### src/core/lisw_pkg.sv
package lisw_pkg;

  // parallel port register map
  localparam logic [7:0] LISW_ADDR_BYTE_ONE = 8'h18;
  localparam logic [7:0] LISW_ADDR_BYTE_TWO = 8'h19;
  localparam int         LISW_BYTE_W        = 8;
  localparam logic [7:0] LISW_RD_ZERO       = 8'h00;

  // bit counter
  localparam logic [2:0] LISW_BIT_FIRST = 3'h0;
  localparam logic [2:0] LISW_BIT_LAST  = 3'h7;

  // idle and active levels of the serial port
  localparam logic LISW_CS_IDLE   = 1'b1;
  localparam logic LISW_CS_ACTIVE = 1'b0;
  localparam logic LISW_SCLK_IDLE = 1'b0;
  localparam logic LISW_SCLK_HIGH = 1'b1;
  localparam logic LISW_DATA_IDLE = 1'b0;

  // reference line clock and host spacing
  localparam real LISW_RCLK_REF_MHZ   = 2.048;
  localparam int  LISW_CLK_PERIOD_NS  = 10;
  localparam int  LISW_WR_SPACING_US  = 20;
  localparam int  LISW_WR_SPACING_CYC = (LISW_WR_SPACING_US * 1000) / LISW_CLK_PERIOD_NS;

  typedef enum logic [1:0] {
    LISW_IDLE  = 2'b00,
    LISW_SETUP = 2'b01,
    LISW_SHIFT = 2'b10,
    LISW_HOLD  = 2'b11
  } lisw_state_t;

  // serial port toward the line interface unit
  typedef struct packed {
    logic cs_n;
    logic sclk;
    logic sdata;
    logic byte_sel;
  } lisw_serial_t;

  // pending transfer
  typedef struct packed {
    logic       byte_sel;
    logic [7:0] data;
  } lisw_req_t;

endpackage

### src/core/lisw_edge_sync.sv
`timescale 1ns/100ps
`default_nettype none
module lisw_edge_sync
  import lisw_pkg::*;
(
  // clock and reset
  input  wire logic clk,
  input  wire logic reset,
  // asynchronous level in
  input  wire logic async_in,
  // edge pulses out
  output logic      rise,
  output logic      fall
);

  logic meta_r;
  logic sync_r;
  logic prev_r;

  always_ff @(posedge clk or posedge reset) begin
    if (reset) begin
      meta_r <= 1'b0;
      sync_r <= 1'b0;
      prev_r <= 1'b0;
    end else begin
      meta_r <= async_in;
      sync_r <= meta_r;
      prev_r <= sync_r;
    end
  end

  assign rise = sync_r & ~prev_r;
  assign fall = ~sync_r & prev_r;

endmodule
`default_nettype wire

### src/core/lisw_writer.sv
// How it works
// a write to either control byte address starts a serial transfer with no further software action.
// the byte leaves on the serial data output least significant bit first, most significant bit last.
// the block drives its own chip select, serial clock and serial data toward the line interface unit.
// all serial timing runs off the receive line clock, which must be running for a transfer to go out.
// both control byte addresses are write-only and read back as zero.
// the host spaces writes at least 20 us apart so the previous transfer can finish.
// byte one decodes at 18 hex and byte two at 19 hex, each eight bits wide.
// byte one and byte two writes give distinct sequences, told apart by the byte select output.
// transfer timing scales with the receive line clock, nominally 2.048 MHz at 50% duty.
// chip select stays active over the whole byte, eight clock pulses go out, data changes on the falling edge.
// the written byte is held in a register and the request is handed to the line clock edges before shifting.
`timescale 1ns/100ps
`default_nettype none
module lisw_writer
  import lisw_pkg::*;
(
  // clock and reset
  input  wire logic       clk,
  input  wire logic       reset,
  // parallel register port
  input  wire logic [7:0] reg_addr,
  input  wire logic [7:0] reg_wdata,
  input  wire logic       reg_wr,
  input  wire logic       reg_rd,
  output logic [7:0]      reg_rdata,
  // receive line clock pin
  input  wire logic       rclk,
  // line interface serial port
  output logic            xcvr_chip_select_n,
  output logic            xcvr_serial_clock,
  output logic            xcvr_serial_data,
  output logic            xcvr_byte_sel,
  // status
  output logic            busy
);

  lisw_state_t  state_r;
  lisw_state_t  state_nxt;
  lisw_req_t    hold_r;
  logic         pend_r;
  logic [7:0]   shift_r;
  logic [2:0]   bit_r;
  lisw_serial_t ser_r;
  logic [7:0]   rdata_r;
  logic         rclk_rise;
  logic         rclk_fall;
  logic         wr_one;
  logic         wr_two;
  logic         start;

  function automatic logic addr_hit(input logic [7:0] a, input logic [7:0] ref_a);
    addr_hit = (a == ref_a);
  endfunction

  assign wr_one = reg_wr & addr_hit(reg_addr, LISW_ADDR_BYTE_ONE);
  assign wr_two = reg_wr & addr_hit(reg_addr, LISW_ADDR_BYTE_TWO);

  // line clock sampled and edge detected
  lisw_edge_sync u_rclk_sync (
    .clk      (clk),
    .reset    (reset),
    .async_in (rclk),
    .rise     (rclk_rise),
    .fall     (rclk_fall)
  );

  // write-only registers read as zero
  always_ff @(posedge clk or posedge reset) begin
    if (reset) begin
      rdata_r <= LISW_RD_ZERO;
    end else if (reg_rd) begin
      rdata_r <= LISW_RD_ZERO;
    end
  end

  // holding register and pending request
  always_ff @(posedge clk or posedge reset) begin
    if (reset) begin
      hold_r <= '0;
      pend_r <= 1'b0;
    end else begin
      if (wr_one | wr_two) begin
        hold_r.data     <= reg_wdata;
        hold_r.byte_sel <= wr_two;
      end
      if (wr_one | wr_two) begin
        pend_r <= 1'b1;
      end else if (start) begin
        pend_r <= 1'b0;
      end
    end
  end

  // request taken on a line clock rising edge
  assign start = pend_r & rclk_rise & (state_r == LISW_IDLE) & ~(wr_one | wr_two);

  always_comb begin
    state_nxt = state_r;
    case (state_r)
      LISW_IDLE: begin
        if (start) begin
          state_nxt = LISW_SETUP;
        end
      end
      LISW_SETUP: begin
        if (rclk_fall) begin
          state_nxt = LISW_SHIFT;
        end
      end
      LISW_SHIFT: begin
        if (rclk_rise && bit_r == LISW_BIT_LAST) begin
          state_nxt = LISW_HOLD;
        end
      end
      LISW_HOLD: begin
        if (rclk_rise) begin
          state_nxt = LISW_IDLE;
        end
      end
      default: begin
        state_nxt = LISW_IDLE;
      end
    endcase
  end

  always_ff @(posedge clk or posedge reset) begin
    if (reset) begin
      state_r <= LISW_IDLE;
    end else begin
      state_r <= state_nxt;
    end
  end

  // shifter and bit count
  always_ff @(posedge clk or posedge reset) begin
    if (reset) begin
      shift_r <= '0;
      bit_r   <= LISW_BIT_FIRST;
    end else if (start) begin
      shift_r <= hold_r.data;
      bit_r   <= LISW_BIT_FIRST;
    end else if (state_r == LISW_SHIFT && rclk_rise) begin
      shift_r <= {1'b0, shift_r[7:1]};
      bit_r   <= bit_r + 3'h1;
    end
  end

  // serial port outputs
  always_ff @(posedge clk or posedge reset) begin
    if (reset) begin
      ser_r.cs_n     <= LISW_CS_IDLE;
      ser_r.sclk     <= LISW_SCLK_IDLE;
      ser_r.sdata    <= LISW_DATA_IDLE;
      ser_r.byte_sel <= 1'b0;
    end else begin
      case (state_r)
        LISW_IDLE: begin
          if (start) begin
            ser_r.cs_n     <= LISW_CS_ACTIVE;
            ser_r.sdata    <= hold_r.data[0];
            ser_r.byte_sel <= hold_r.byte_sel;
          end
        end
        LISW_SETUP: begin
          if (rclk_fall) begin
            ser_r.sclk <= LISW_SCLK_HIGH;
          end
        end
        LISW_SHIFT: begin
          if (rclk_rise) begin
            ser_r.sclk <= LISW_SCLK_IDLE;
            if (bit_r != LISW_BIT_LAST) begin
              ser_r.sdata <= shift_r[1];
            end
          end else if (rclk_fall) begin
            ser_r.sclk <= LISW_SCLK_HIGH;
          end
        end
        LISW_HOLD: begin
          if (rclk_rise) begin
            ser_r.cs_n     <= LISW_CS_IDLE;
            ser_r.sdata    <= LISW_DATA_IDLE;
            ser_r.byte_sel <= 1'b0;
          end
        end
        default: begin
          ser_r.cs_n <= LISW_CS_IDLE;
          ser_r.sclk <= LISW_SCLK_IDLE;
        end
      endcase
    end
  end

  assign xcvr_chip_select_n = ser_r.cs_n;
  assign xcvr_serial_clock  = ser_r.sclk;
  assign xcvr_serial_data   = ser_r.sdata;
  assign xcvr_byte_sel      = ser_r.byte_sel;
  assign reg_rdata          = rdata_r;
  assign busy               = pend_r | (state_r != LISW_IDLE);

endmodule
`default_nettype wire

### config.mk
export PLATFORM = sky130hd
export DESIGN_NAME = lisw_writer
export DESIGN_NICKNAME = d
export VERILOG_FILES = /design/src/core/lisw_pkg.sv /design/src/core/lisw_edge_sync.sv /design/src/core/lisw_writer.sv
export SDC_FILE = /design/constraint.sdc
export NUM_CORES = 1
export LEC_CHECK = 0
export BUFFER_PORTS_ARGS = -buffer_cell sky130_fd_sc_hd__buf_2
export CAP_MARGIN = 20
export CELL_PAD_IN_SITES_DETAIL_PLACEMENT = 0
export CELL_PAD_IN_SITES_GLOBAL_PLACEMENT = 1
export CORE_MARGIN = 2
export CORE_UTILIZATION = 41
export CTS_CLUSTER_SIZE = 14
export DETAILED_ROUTE_END_ITERATION = 16
export PLACE_DENSITY = 0.75
export SYNTH_ARGS = -nofsm -noshare
export SYNTH_HDL_FRONTEND = slang
export SYNTH_SLANG_ARGS = --single-unit
### constraint.sdc
create_clock -name clk -period 2.2 [get_ports clk]
set_input_delay 0.44 -clock clk [delete_from_list [all_inputs] [get_ports clk]]
set_output_delay 0.44 -clock clk [all_outputs]
set_load 0.005 [all_outputs]
== Word level (Yosys, flattened, before mapping) ==
Cells that the tools add are included.

* Div/mod/pow operators: 0
* Magnitude comparators: 0
* Shift-type cells: 0
* Eq/ne operators: 13
* Multipliers: 0
* Muxes and demuxes: 21
* Reduce and logical (&&, ||, !) cells: 12
* Bitwise gates (word level): 12
* Add/subtract/negate cells: 1

{| class="wikitable"
|+ Operators with widths
! operator !! number
|-
| 8-bit by 5-bit equality test with 1-bit output (second input constant) || 2
|-
| 8-bit 2-to-1 mux || 2
|-
| 2-bit 2-to-1 mux || 5
|-
| 2-bit != test (second input constant) || 5
|-
| 2-bit nonzero test || 5
|-
| 2-bit one-hot mux with 4 select lines || 1
|-
| 1-bit bitwise AND || 7
|-
| 1-bit 2-to-1 mux || 7
|-
| 3-bit 2-to-1 mux || 2
|-
| 1-bit one-hot mux with 2 select lines || 3
|-
| 5-bit AND reduction || 1
|-
| 2-bit equality test (second input constant) || 2
|-
| 4-bit AND reduction || 1
|-
| 3-bit by 1-bit adder with 3-bit output (second input constant) || 1
|-
| 3-bit equality test (second input constant) || 1
|-
| 3-bit != test (second input constant) || 1
|-
| 1-bit inverter || 3
|-
| 1-bit one-hot mux with 3 select lines || 1
|-
| 3-bit AND reduction || 1
|-
| 3-bit nonzero test || 1
|-
| 2-bit by 1-bit equality test with 1-bit output (second input constant) || 1
|-
| 1-bit logical AND || 2
|-
| 2-bit logical NOT || 1
|-
| 2-bit by 1-bit != test with 1-bit output (second input constant) || 1
|-
| 1-bit bitwise OR || 2
|}

* Memories: 0
* Flip-flop bits (word level): 30
* Word-level logic and storage cells: 72
* Bits in latches: 0
* Output and inout port bits: 13
* Memory bits (read-only): 0
* Bits in writable memories: 0

== Longest topological paths before layout ==
Gate-level depths: netlist of run 1.

* Depth in word-level cells: 7
* Gate-level depth with buffers: 7

== By module ==
From an unflattened synthesis of run 1, not the netlist that was laid out.

* Cells, all modules: 130
* Area, all modules: 1490.2 um^2

{| class="wikitable"
|+ Modules (own cells, without submodules)
! module !! instances !! area each (um^2) !! sequential area each (um^2) !! cells each
|-
| lisw_writer || 1 || 1396.3 || 651.9 || 124
|-
| lisw_edge_sync || 1 || 93.8 || 75.1 || 6
|}

== Worst setup path after synthesis of run 1 ==
No wires, ideal clock.

* Path type: register to register
* Start point: register state_r[0]
* End point: register state_r[1]
* Required time: 2072 ps
* Period minus slack after synthesis: 1556 ps
* Buffers on the path: 0
* Stages on the path, launching flop included: 7
* Data arrival time: 1429 ps
* Setup slack: 644 ps
* Cell sequence: dfrtp_1 -> inv_1 -> ha_1 -> nor2_1 -> a21boi_0 -> o22ai_2 -> mux2_1

* Cells in the longest elaborated chain, start to end: 5

{| class="wikitable"
|+ RTL lines
! item !! RTL line !! RTL
|-
| start: declaration || lisw_writer.sv:38 || <nowiki>lisw_state_t state_r;</nowiki>
|-
| start signal: assignment || lisw_writer.sv:131 || <nowiki>state_r <= state_nxt;</nowiki>
|-
| 2-bit logical NOT || lisw_writer.sv:96, lisw_writer.sv:100 ||
|-
| 1-bit bitwise AND (2 in a row) || lisw_writer.sv:96 || <nowiki>assign start = pend_r & rclk_rise & (state_r == LISW_IDLE) & ~(wr_one | wr_two);</nowiki>
|-
| 2-bit != test (no line) || -- ||
|-
| 4-bit AND reduction (no line) || -- ||
|}

Several ways; a longest one is shown, not always the timed one.
A chain may end at the register's enable or synchronous reset.

== Final worst setup path of run 1 ==
* Start point: register state_r[0]
* End point: register shift_r[7]

* Cells in the longest elaborated chain, start to end: 4

{| class="wikitable"
|+ RTL lines
! item !! RTL line !! RTL
|-
| 2-bit logical NOT || lisw_writer.sv:96 ||
|-
| 1-bit bitwise AND (2 in a row) || lisw_writer.sv:96 ||
|-
| 8-bit 2-to-1 mux / 2-bit nonzero test (equally long branches) || -- ||
|-
| end signal: assignment || lisw_writer.sv:141 || <nowiki>shift_r <= hold_r.data;</nowiki>
|-
| end signal: assignment || lisw_writer.sv:144 || <nowiki>shift_r <= {1'b0, shift_r[7:1]};</nowiki>
|-
| end: declaration || lisw_writer.sv:42 || <nowiki>logic [7:0] shift_r;</nowiki>
|}

Several ways; a longest one is shown, not always the timed one.

==> reports/qor.csv, run 1 <==
metric;value;unit
startpoint_type;register;
layout.nets;185;
hp-class;input pin to async pin;
insertion_delay;0.33;ns
hold_ws;0.166;ns
syn_area;1450;um2
dr.pass1.iters;4;
die_h;63.4;um
yosysMostFrequentCell;dfrtp_1;
hold_viol_final;0;
die_w;63.4;um
period_needed;1.88;ns
synth_flop_cell;dfrtp_1;
core;3360;um2
numPortBuffers;24;
finClkSkew;0.0126;ns
cp.arrival;2.09;ns
synth_cell_types;29;
clock_sinks;29;
wl_per_cell;12.0;um
drv_cap;0;
grt_pass1_wl;4.50;mm
ioPinCount;34;
fin_tns_setup;0;ns
fmax;0.531;GHz
cts_tree;built;
synth_edf_count;0;
cts_resized;0;
post-dp-hpwl;1.83;mm
start_util;0.430;
criticalPathCategory;register to register;
cp-end-kind;register;
drv_slew;0;
ir_worst_vdd;0.465;mV
ys_seq_elements;29;
drive_gt1_frac;0.329;
routed_wl;2.44;mm
grt_pass1_vias;1053;
setup_viol;0;
cp.required;2.41;ns
antenna_found_initial;0;
clk_pin_slew;0.09;ns
yosysWarnings;0;
cts-root-buf;clkbuf_4;
rsz0062_at_grt;false;
power_density;1010;nW/um2
cts_setup_buffers;0;
drcViolationCount;0;
hold_buffers;0;
worst_slew_pin_slew;0.691;ns
synth_area_leaders;dfrtp_1, mux2_2, mux2i_1;
place.gp.congestion;0.700;
slew_headroom;0.539;
status;finished, final reports clean;
ant_nets;0;
die-area;4020;um2
synthArstFlopShare;1.00;
yosysTopAreaCell;dfrtp_1;
synthCells;127;
viasPerCell;4.79;
syn_area_per_cell;11.4;um2
grt_overflow;0;
rows;21;
synth_commonest_cells;dfrtp_1, nand2_1, mux2_2, mux2i_1, o21ai_0;
numCtsBuffers;5;
p_leak;0.000889;uW
critPathMaxFanout;11;
cts_max_level;2;
diodes;0;
ys_seq_area_frac;0.502;
grt_max_degree;30;
finalPower;1700;uW
period_share;0.856;
clockBufferDepth;2;
vias;978;
synth_top_area_frac;0.484;
grt.total_usage;0.146;
final_core_util;0.503;
syn_to_final_growth;16.9;%
drt-initial-drc-count;14;
cell type report:
cell class                 count  area (um2)
clock buffer                   7        55.1
clock inverter                 1        30.0
fill                         328        1670
inverter                       9        33.8
multi-input combinational     85         643
sequential                    29         727
tap                           46        57.6
timing repair buffer          27         146
worst max-delay path, stage by stage, from the launching register on:
cell and delay [ns]:
dfrtp_1 0.41, inv_1 0.14, ha_1 0.25, inv_1 0.10, a211oi_2 0.56, buf_6 0.23
o21ai_0 0.09
logic make-up after synthesis:
group / count (synthesis) / synth area share
other: 1 / 0.00259
AOI/OAI and AO/OA: 21 / 0.0933
and+or+nand+nor: 27 / 0.105
buffers and inverters: 20 / 0.0752
xor gates and xnor gates: 1 / 0.00605
adders and majority gates: 7 / 0.0605
DFF: 29 / 0.502
muxes: 21 / 0.155
routing by layer:
| metal | routed length, um | vias to the layer above | global-route usage |
|---|---|---|---|
| met5 | 0 | - | 0 |
| met4 | 39 | 0 | 0.0652 |
| met3 | 158 | 5 | 0.0554 |
| met2 | 1210 | 27 | 0.246 |
| met1 | 1030 | 469 | 0.163 |
| li1 | - | 477 | - |
metrics by stage:
| step | cell area [um2] | instances | worst slack [ns] |
|---|---|---|---|
| 5_1_grt | 1690 | 204 | 0.126 |
| 3_3_place_gp | 1600 | 195 | 0.0459 |
| 3_5_place_dp | 1610 | 196 | 0.313 |
| 6_report | 1690 | 204 | 0.318 |
| 2_1_floorplan | 1470 | 134 | 0.644 |
| 4_1_cts | 1690 | 204 | 0.310 |
path summary, 6_finish.rpt:
path / from / end / slack (ns) / depth (start not counted)
max in group asynchronous: reset / xcvr_chip_select_n / 1.73 / 3
setup / recovery: state_r[0] / shift_r[7] / 0.32 / 6
setup reg to reg: state_r[0] / shift_r[7] / 0.32 / 6
min in group clk: rclk / u_rclk_sync.meta_r / 0.22 / 1
hold / removal: reset / bit_r[2] / 0.17 / 3
hold reg to reg: u_rclk_sync.meta_r / u_rclk_sync.sync_r / 0.36 / 0
layout by cell type (no fill, tap or decap), types with 3 or more instances in the layout:
| cell type | Yosys | routed |
|---|---|---|
| conb_1 | 1 | 8 |
| nor2_1 | 6 | 6 |
| ha_1 | 7 | 7 |
| buf_2 | 2 | 24 |
| dfrtp_1 | 28 | 28 |
| mux2_2 | 10 | 10 |
| nand2_1 | 11 | 11 |
| clkbuf_4 | 0 | 5 |
| nand2b_1 | 3 | 3 |
| inv_1 | 9 | 9 |
| o21ai_0 | 10 | 10 |
| a21oi_1 | 4 | 4 |
| mux2i_1 | 10 | 10 |
power breakdown:
group / internal, uW / leakage (uW) / switching, uW
combinational: 254 / 0.000464 / 276
sequential: 652 / 0.000380 / 69.2
clock: 271 / 0.0000455 / 181
registers in the layout (all words and copies together) (netlist names):
| name | flops |
|---|---|
| u_rclk_sync.meta_r | 1 |
| u_rclk_sync.sync_r | 1 |
| u_rclk_sync.prev_r | 1 |
| pend_r | 1 |
| xcvr_serial_data | 1 |
| xcvr_serial_clock | 1 |
| xcvr_byte_sel | 1 |
| bit_r | 3 |
| hold_r | 9 |
| shift_r | 7 |
| xcvr_chip_select_n | 1 |
| state_r | 2 |
Note: power is estimated with default switching activity, not from simulation.
==> run 2, diff against run 1 <==
Settings changed: CORE_UTILIZATION 41 to 37, MAX_ROUTING_LAYER set to met4, PLACE_DENSITY 0.75 to 0.71.
Clock period 2.2 ns to 1.6 ns, I/O delays scaled along.
==> run 2 against run 1 <==
Largest power group is now combinational logic. Die area is 10% higher. Sequential power is 39% higher. Maximum frequency is 20% higher. Largest cell class unchanged. Highest routed layer unchanged. First-iteration DRC count is 110% higher. Global-route usage is 0.33 points higher. Via count is 5.8% higher. Cell area is 11% higher. Non-clock buffer count is 12 higher. Hold slack worse by 0.068 ns. Core utilization is 0.069 points higher. Sequential share of layout area is 4.1 points lower.
==> reports/qor.csv, run 2 (synthesized netlist as in run 1, its figures left out) <==
metric;value;unit
status;finished, final reports clean;
period_share;0.978;
numPortBuffers;24;
final_common_cell;dfrtp_1;
ioPinCount;34;
design_area;1870;um2
drt-initial-drc-count;29;
ant_nets;0;
finClkSkew;0.00130;ns
p_leak;0.000968;uW
grt.total_usage;0.149;
placed_area;1670;um2
post-dp-hpwl;1.96;mm
die_w;66.6;um
diodes;0;
cts-root-buf;clkbuf_8;
numCtsBuffers;5;
startpoint_type;register;
critPathMaxFanout;4;
crit_path_cell_trace;inv_2 > ha_2 > nor2_2 > a21boi_2 > o22ai_2 > mux2_1;
syn_to_final_growth;29.4;%
die_h;66.6;um
clk_pin_slew;0.06;ns
clockBufferDepth;2;
final_core_util;0.504;
grt_overflow;0;
dr.pass1.iters;4;
grt_pass1_vias;994;
regMostFlops;hold_r;
start_util;0.390;
hold_buffers;0;
rsz0062_at_grt;true;
period_needed;1.56;ns
place.gp.congestion;0.765;
drive_gt1_frac;0.429;
fill_cells;361;
reg_top3;hold_r: 9 flops, shift_r: 7 flops, bit_r: 3 flops;
largest_register_ff_count;9;
hp-class;input pin to async pin;
routed_wl;2.74;mm
cp.required;1.76;ns
cts_max_level;2;
cp-end-kind;register;
grt_max_degree;30;
insertion_delay;0.28;ns
ir_worst_vdd;0.784;mV
slowest_delay;0.41;ns
drcViolationCount;0;
final_cell_mix;dfrtp_1, buf_2, nand2_1;
criticalPathCategory;register to register;
setup_viol;0;
drv_slew;0;
multi_input_area;679;um2
layout.nets;197;
clock_sinks;29;
power_density;1530;nW/um2
seqCellArea;727;um2
drv_cap;0;
wl_per_cell;12.6;um
cp.arrival;1.73;ns
hold_viol_final;0;
grt_pass1_wl;4.60;mm
die-area;4430;um2
core;3720;um2
fmax;0.639;GHz
rows;22;
antenna_found_initial;0;
cts_tree;built;
vias;1035;
viasPerCell;4.75;
cpMaxStageDelayCell;dfrtp_1;
run 2: cell count changes in the layout (fill, tap and decap cells not counted), sizes merged:
cell and delta:
buf +12
run 2: area by class of cell:
type,count,share of cell area
multi-input combinational,85,0.363
sequential,29,0.388
inverter,9,0.0194
tap,48,0.0321
timing repair buffer,39,0.136
clock inverter,1,0.0160
clock buffer,7,0.0461
run 2: power by group:
part           internal [uW]  switching, uW
Sequential               898            104
Clock                    507            270
Combinational            600            495
run 2: final timing paths:
check / startpoint / slack, ns / to / cells past startpoint
setup / recovery: state_r[0] / 0.04 / state_r[1] / 6
hold / removal: reset / 0.1 / u_rclk_sync.sync_r / 3
setup reg to reg: state_r[0] / 0.04 / state_r[1] / 6
hold reg to reg: u_rclk_sync.meta_r / 0.35 / u_rclk_sync.sync_r / 0
max in group asynchronous: reset / 1.20 / xcvr_chip_select_n / 3
min in group clk: rclk / 0.14 / u_rclk_sync.meta_r / 1
run 2: layer usage:
layer	wire length (um)	vias to the layer above	part of all wire	global-route usage
li1	-	499	-	-
met1	1210	500	0.44	0.180
met2	1310	30	0.48	0.223
met3	163	6	0.060	0.0524
met4	55	0	0.020	0.0740
met5	0	-	0	-
run 2: worst max-delay path: cells and delay by family (launching register included):
| kind | cells | cell delay, ns |
|---|---|---|
| buffers and inverters | 1 | 0.08 |
| flip-flops | 1 | 0.41 |
| multiplexers | 1 | 0.34 |
| AND/OR/NAND/NOR | 1 | 0.05 |
| adder cells (fa/ha/maj) | 1 | 0.23 |
| AO/OA/AOI/OAI | 2 | 0.33 |
run 2: timing repair:
item	CTS	global route
endpoints found under the setup margin	11	11
gates resized for setup	5	12
cloned	0	1
buffers inserted	1	3
pin swaps	1	4
run 2: per-stage QoR:
stage,setup TNS [ns],hold WS [ns],setup WS [ns],power (uW),std cells
final,0,0.0985,0.0351,2870,218
after global routing,-0.0331,0.128,-0.0128,3070,218
after CTS,-0.00115,0.109,-0.00115,2780,214
after detailed placement,-0.212,0.346,-0.114,1910,205
after global placement,0,0.334,0.00929,1850,205
after floorplan,0,0.331,0.0435,1540,134
==> run 3, diff against run 2 <==
==> constraint.sdc (replaced) <==
create_clock -name clk -period 1.6 [get_ports clk]
set_input_delay 0.08 -clock clk [delete_from_list [all_inputs] [get_ports clk]]
set_output_delay 0.08 -clock clk [all_outputs]
set_load 0.005 [all_outputs]
==> run 3 against run 2 <==
Wire length down 2.4%. Critical path type unchanged. Clock power is 27% lower. Worst setup slack gained 0.028 ns. Total power is 11% lower. Cell count down 1.4%. Highest routed layer unchanged. Hold slack got worse by 0.073 ns. Register-to-register slack better by 0.03 ns. Sequential power about the same.
==> reports/qor.csv, run 3 (synthesized netlist as in run 1, its figures left out) <==
metric;value;unit
critPathMaxFanout;2;
layout.nets;194;
fill_cells;357;
cp-end-kind;register;
fin_tns_setup;0;ns
final_core_util;0.485;
grt_pass1_vias;963;
clk_pin_slew;0.06;ns
drv_slew;0;
routed_wl;2.67;mm
die-area;4430;um2
rows;22;
status;finished, final reports clean;
insertion_delay;0.28;ns
core;3720;um2
drv_cap;0;
ant_nets;0;
grt_max_degree;30;
setup_viol;0;
finClkSkew;0.00404;ns
die_h;66.6;um
regMostFlops;hold_r;
clock_sinks;29;
p_leak;0.000932;uW
grt.total_usage;0.143;
cts_max_level;2;
final_common_cell;dfrtp_1;
dr.pass1.iters;4;
ioPinCount;34;
place_inst;205;
setup_ws;0.0636;ns
period_share;0.960;
largest_register_ff_count;9;
drcViolationCount;0;
wl_per_cell;12.4;um
final_cell_mix;dfrtp_1, buf_2, nand2_1;
period_needed;1.54;ns
drive_gt1_frac;0.419;
power_density;1420;nW/um2
start_util;0.390;
rsz0062_at_grt;false;
numPortBuffers;24;
ir_worst_vdd;0.838;mV
cp.arrival;1.70;ns
reg_top3;hold_r: 9 flops, shift_r: 7 flops, bit_r: 3 flops;
drt-initial-drc-count;27;
grt_pass1_wl;4.38;mm
fmax;0.651;GHz
pre_cts_slack;-0.111;ns
post-dp-hpwl;1.95;mm
die_w;66.6;um
diodes;0;
hp-class;input pin to register;
cp.required;1.76;ns
criticalPathCategory;register to register;
numCtsBuffers;5;
cts_tree;built;
place.gp.congestion;0.808;
cts-root-buf;clkbuf_8;
syn_to_final_growth;24.5;%
startpoint_type;register;
grt_overflow;0;
hold_viol_final;0;
vias;1004;
clockBufferDepth;2;
viasPerCell;4.67;
stdcell_count;215;
antenna_found_initial;0;
run 3: per-layer routing:
metal / up-vias / track usage / routed length (um)
met4: 0 / 0.0765 / 64
met3: 6 / 0.0524 / 158
li1: 495 / - / -
met1: 472 / 0.159 / 1150
met2: 31 / 0.224 / 1300
met5: - / - / 0
run 3: path summary, 6_finish.rpt:
kind                                          from            endpoint  slack (ns)  cells after the start
worst max register to register            bit_r[0]          state_r[1]        0.06                      6
max in group asynchronous                    reset  xcvr_chip_select_n        0.89                      4
worst min-delay path                  reg_wdata[5]           hold_r[5]        0.03                      2
min in group asynchronous                    reset  u_rclk_sync.meta_r        0.40                      4
worst max-delay path                      bit_r[0]          state_r[1]        0.06                      6
worst min register to register  u_rclk_sync.meta_r  u_rclk_sync.sync_r        0.35                      0
run 3: cell type report:
type,count,area (um2),area share
Inverter,9,33.8,0.0187
Tap cell,48,60.1,0.0333
Sequential cell,29,728,0.404
Multi-Input combinational cell,85,678,0.376
Clock inverter,2,10.0,0.00556
Clock buffer,6,72.6,0.0403
Timing Repair Buffer,36,219,0.122
run 3: what timing repair did:
item	4_1_cts	5_1_grt
hold buffers	2	0
gates resized for setup	4	12
setup endpoints to repair	2	11
hold endpoints to repair	29	0
setup buffers	0	0
pin swaps	1	1
run 3: worst max-delay path, stage by stage (launching register included):
cell and delay, ns:
dfrtp_1 0.36, ha_1 0.16, ha_2 0.17, inv_1 0.05
a211oi_2 0.22, o22ai_2 0.14, mux2_4 0.32
run 3: per-stage QoR:
step	power [uW]	cell area, um2	hold slack, ns
after floorplan	1540	1470	0.111
after global placement	1840	1660	0.163
after detailed placement	1890	1660	0.169
after CTS	2490	1770	0.0215
after global routing	2740	1800	0.0184
final	2560	1800	0.0257
run 3: power breakdown:
group | total (uW) | internal [uW] | switching [uW]
registers | 1010 | 901 | 110
clock network | 565 | 300 | 265
logic | 980 | 530 | 450
total | 2560 | 1730 | 825
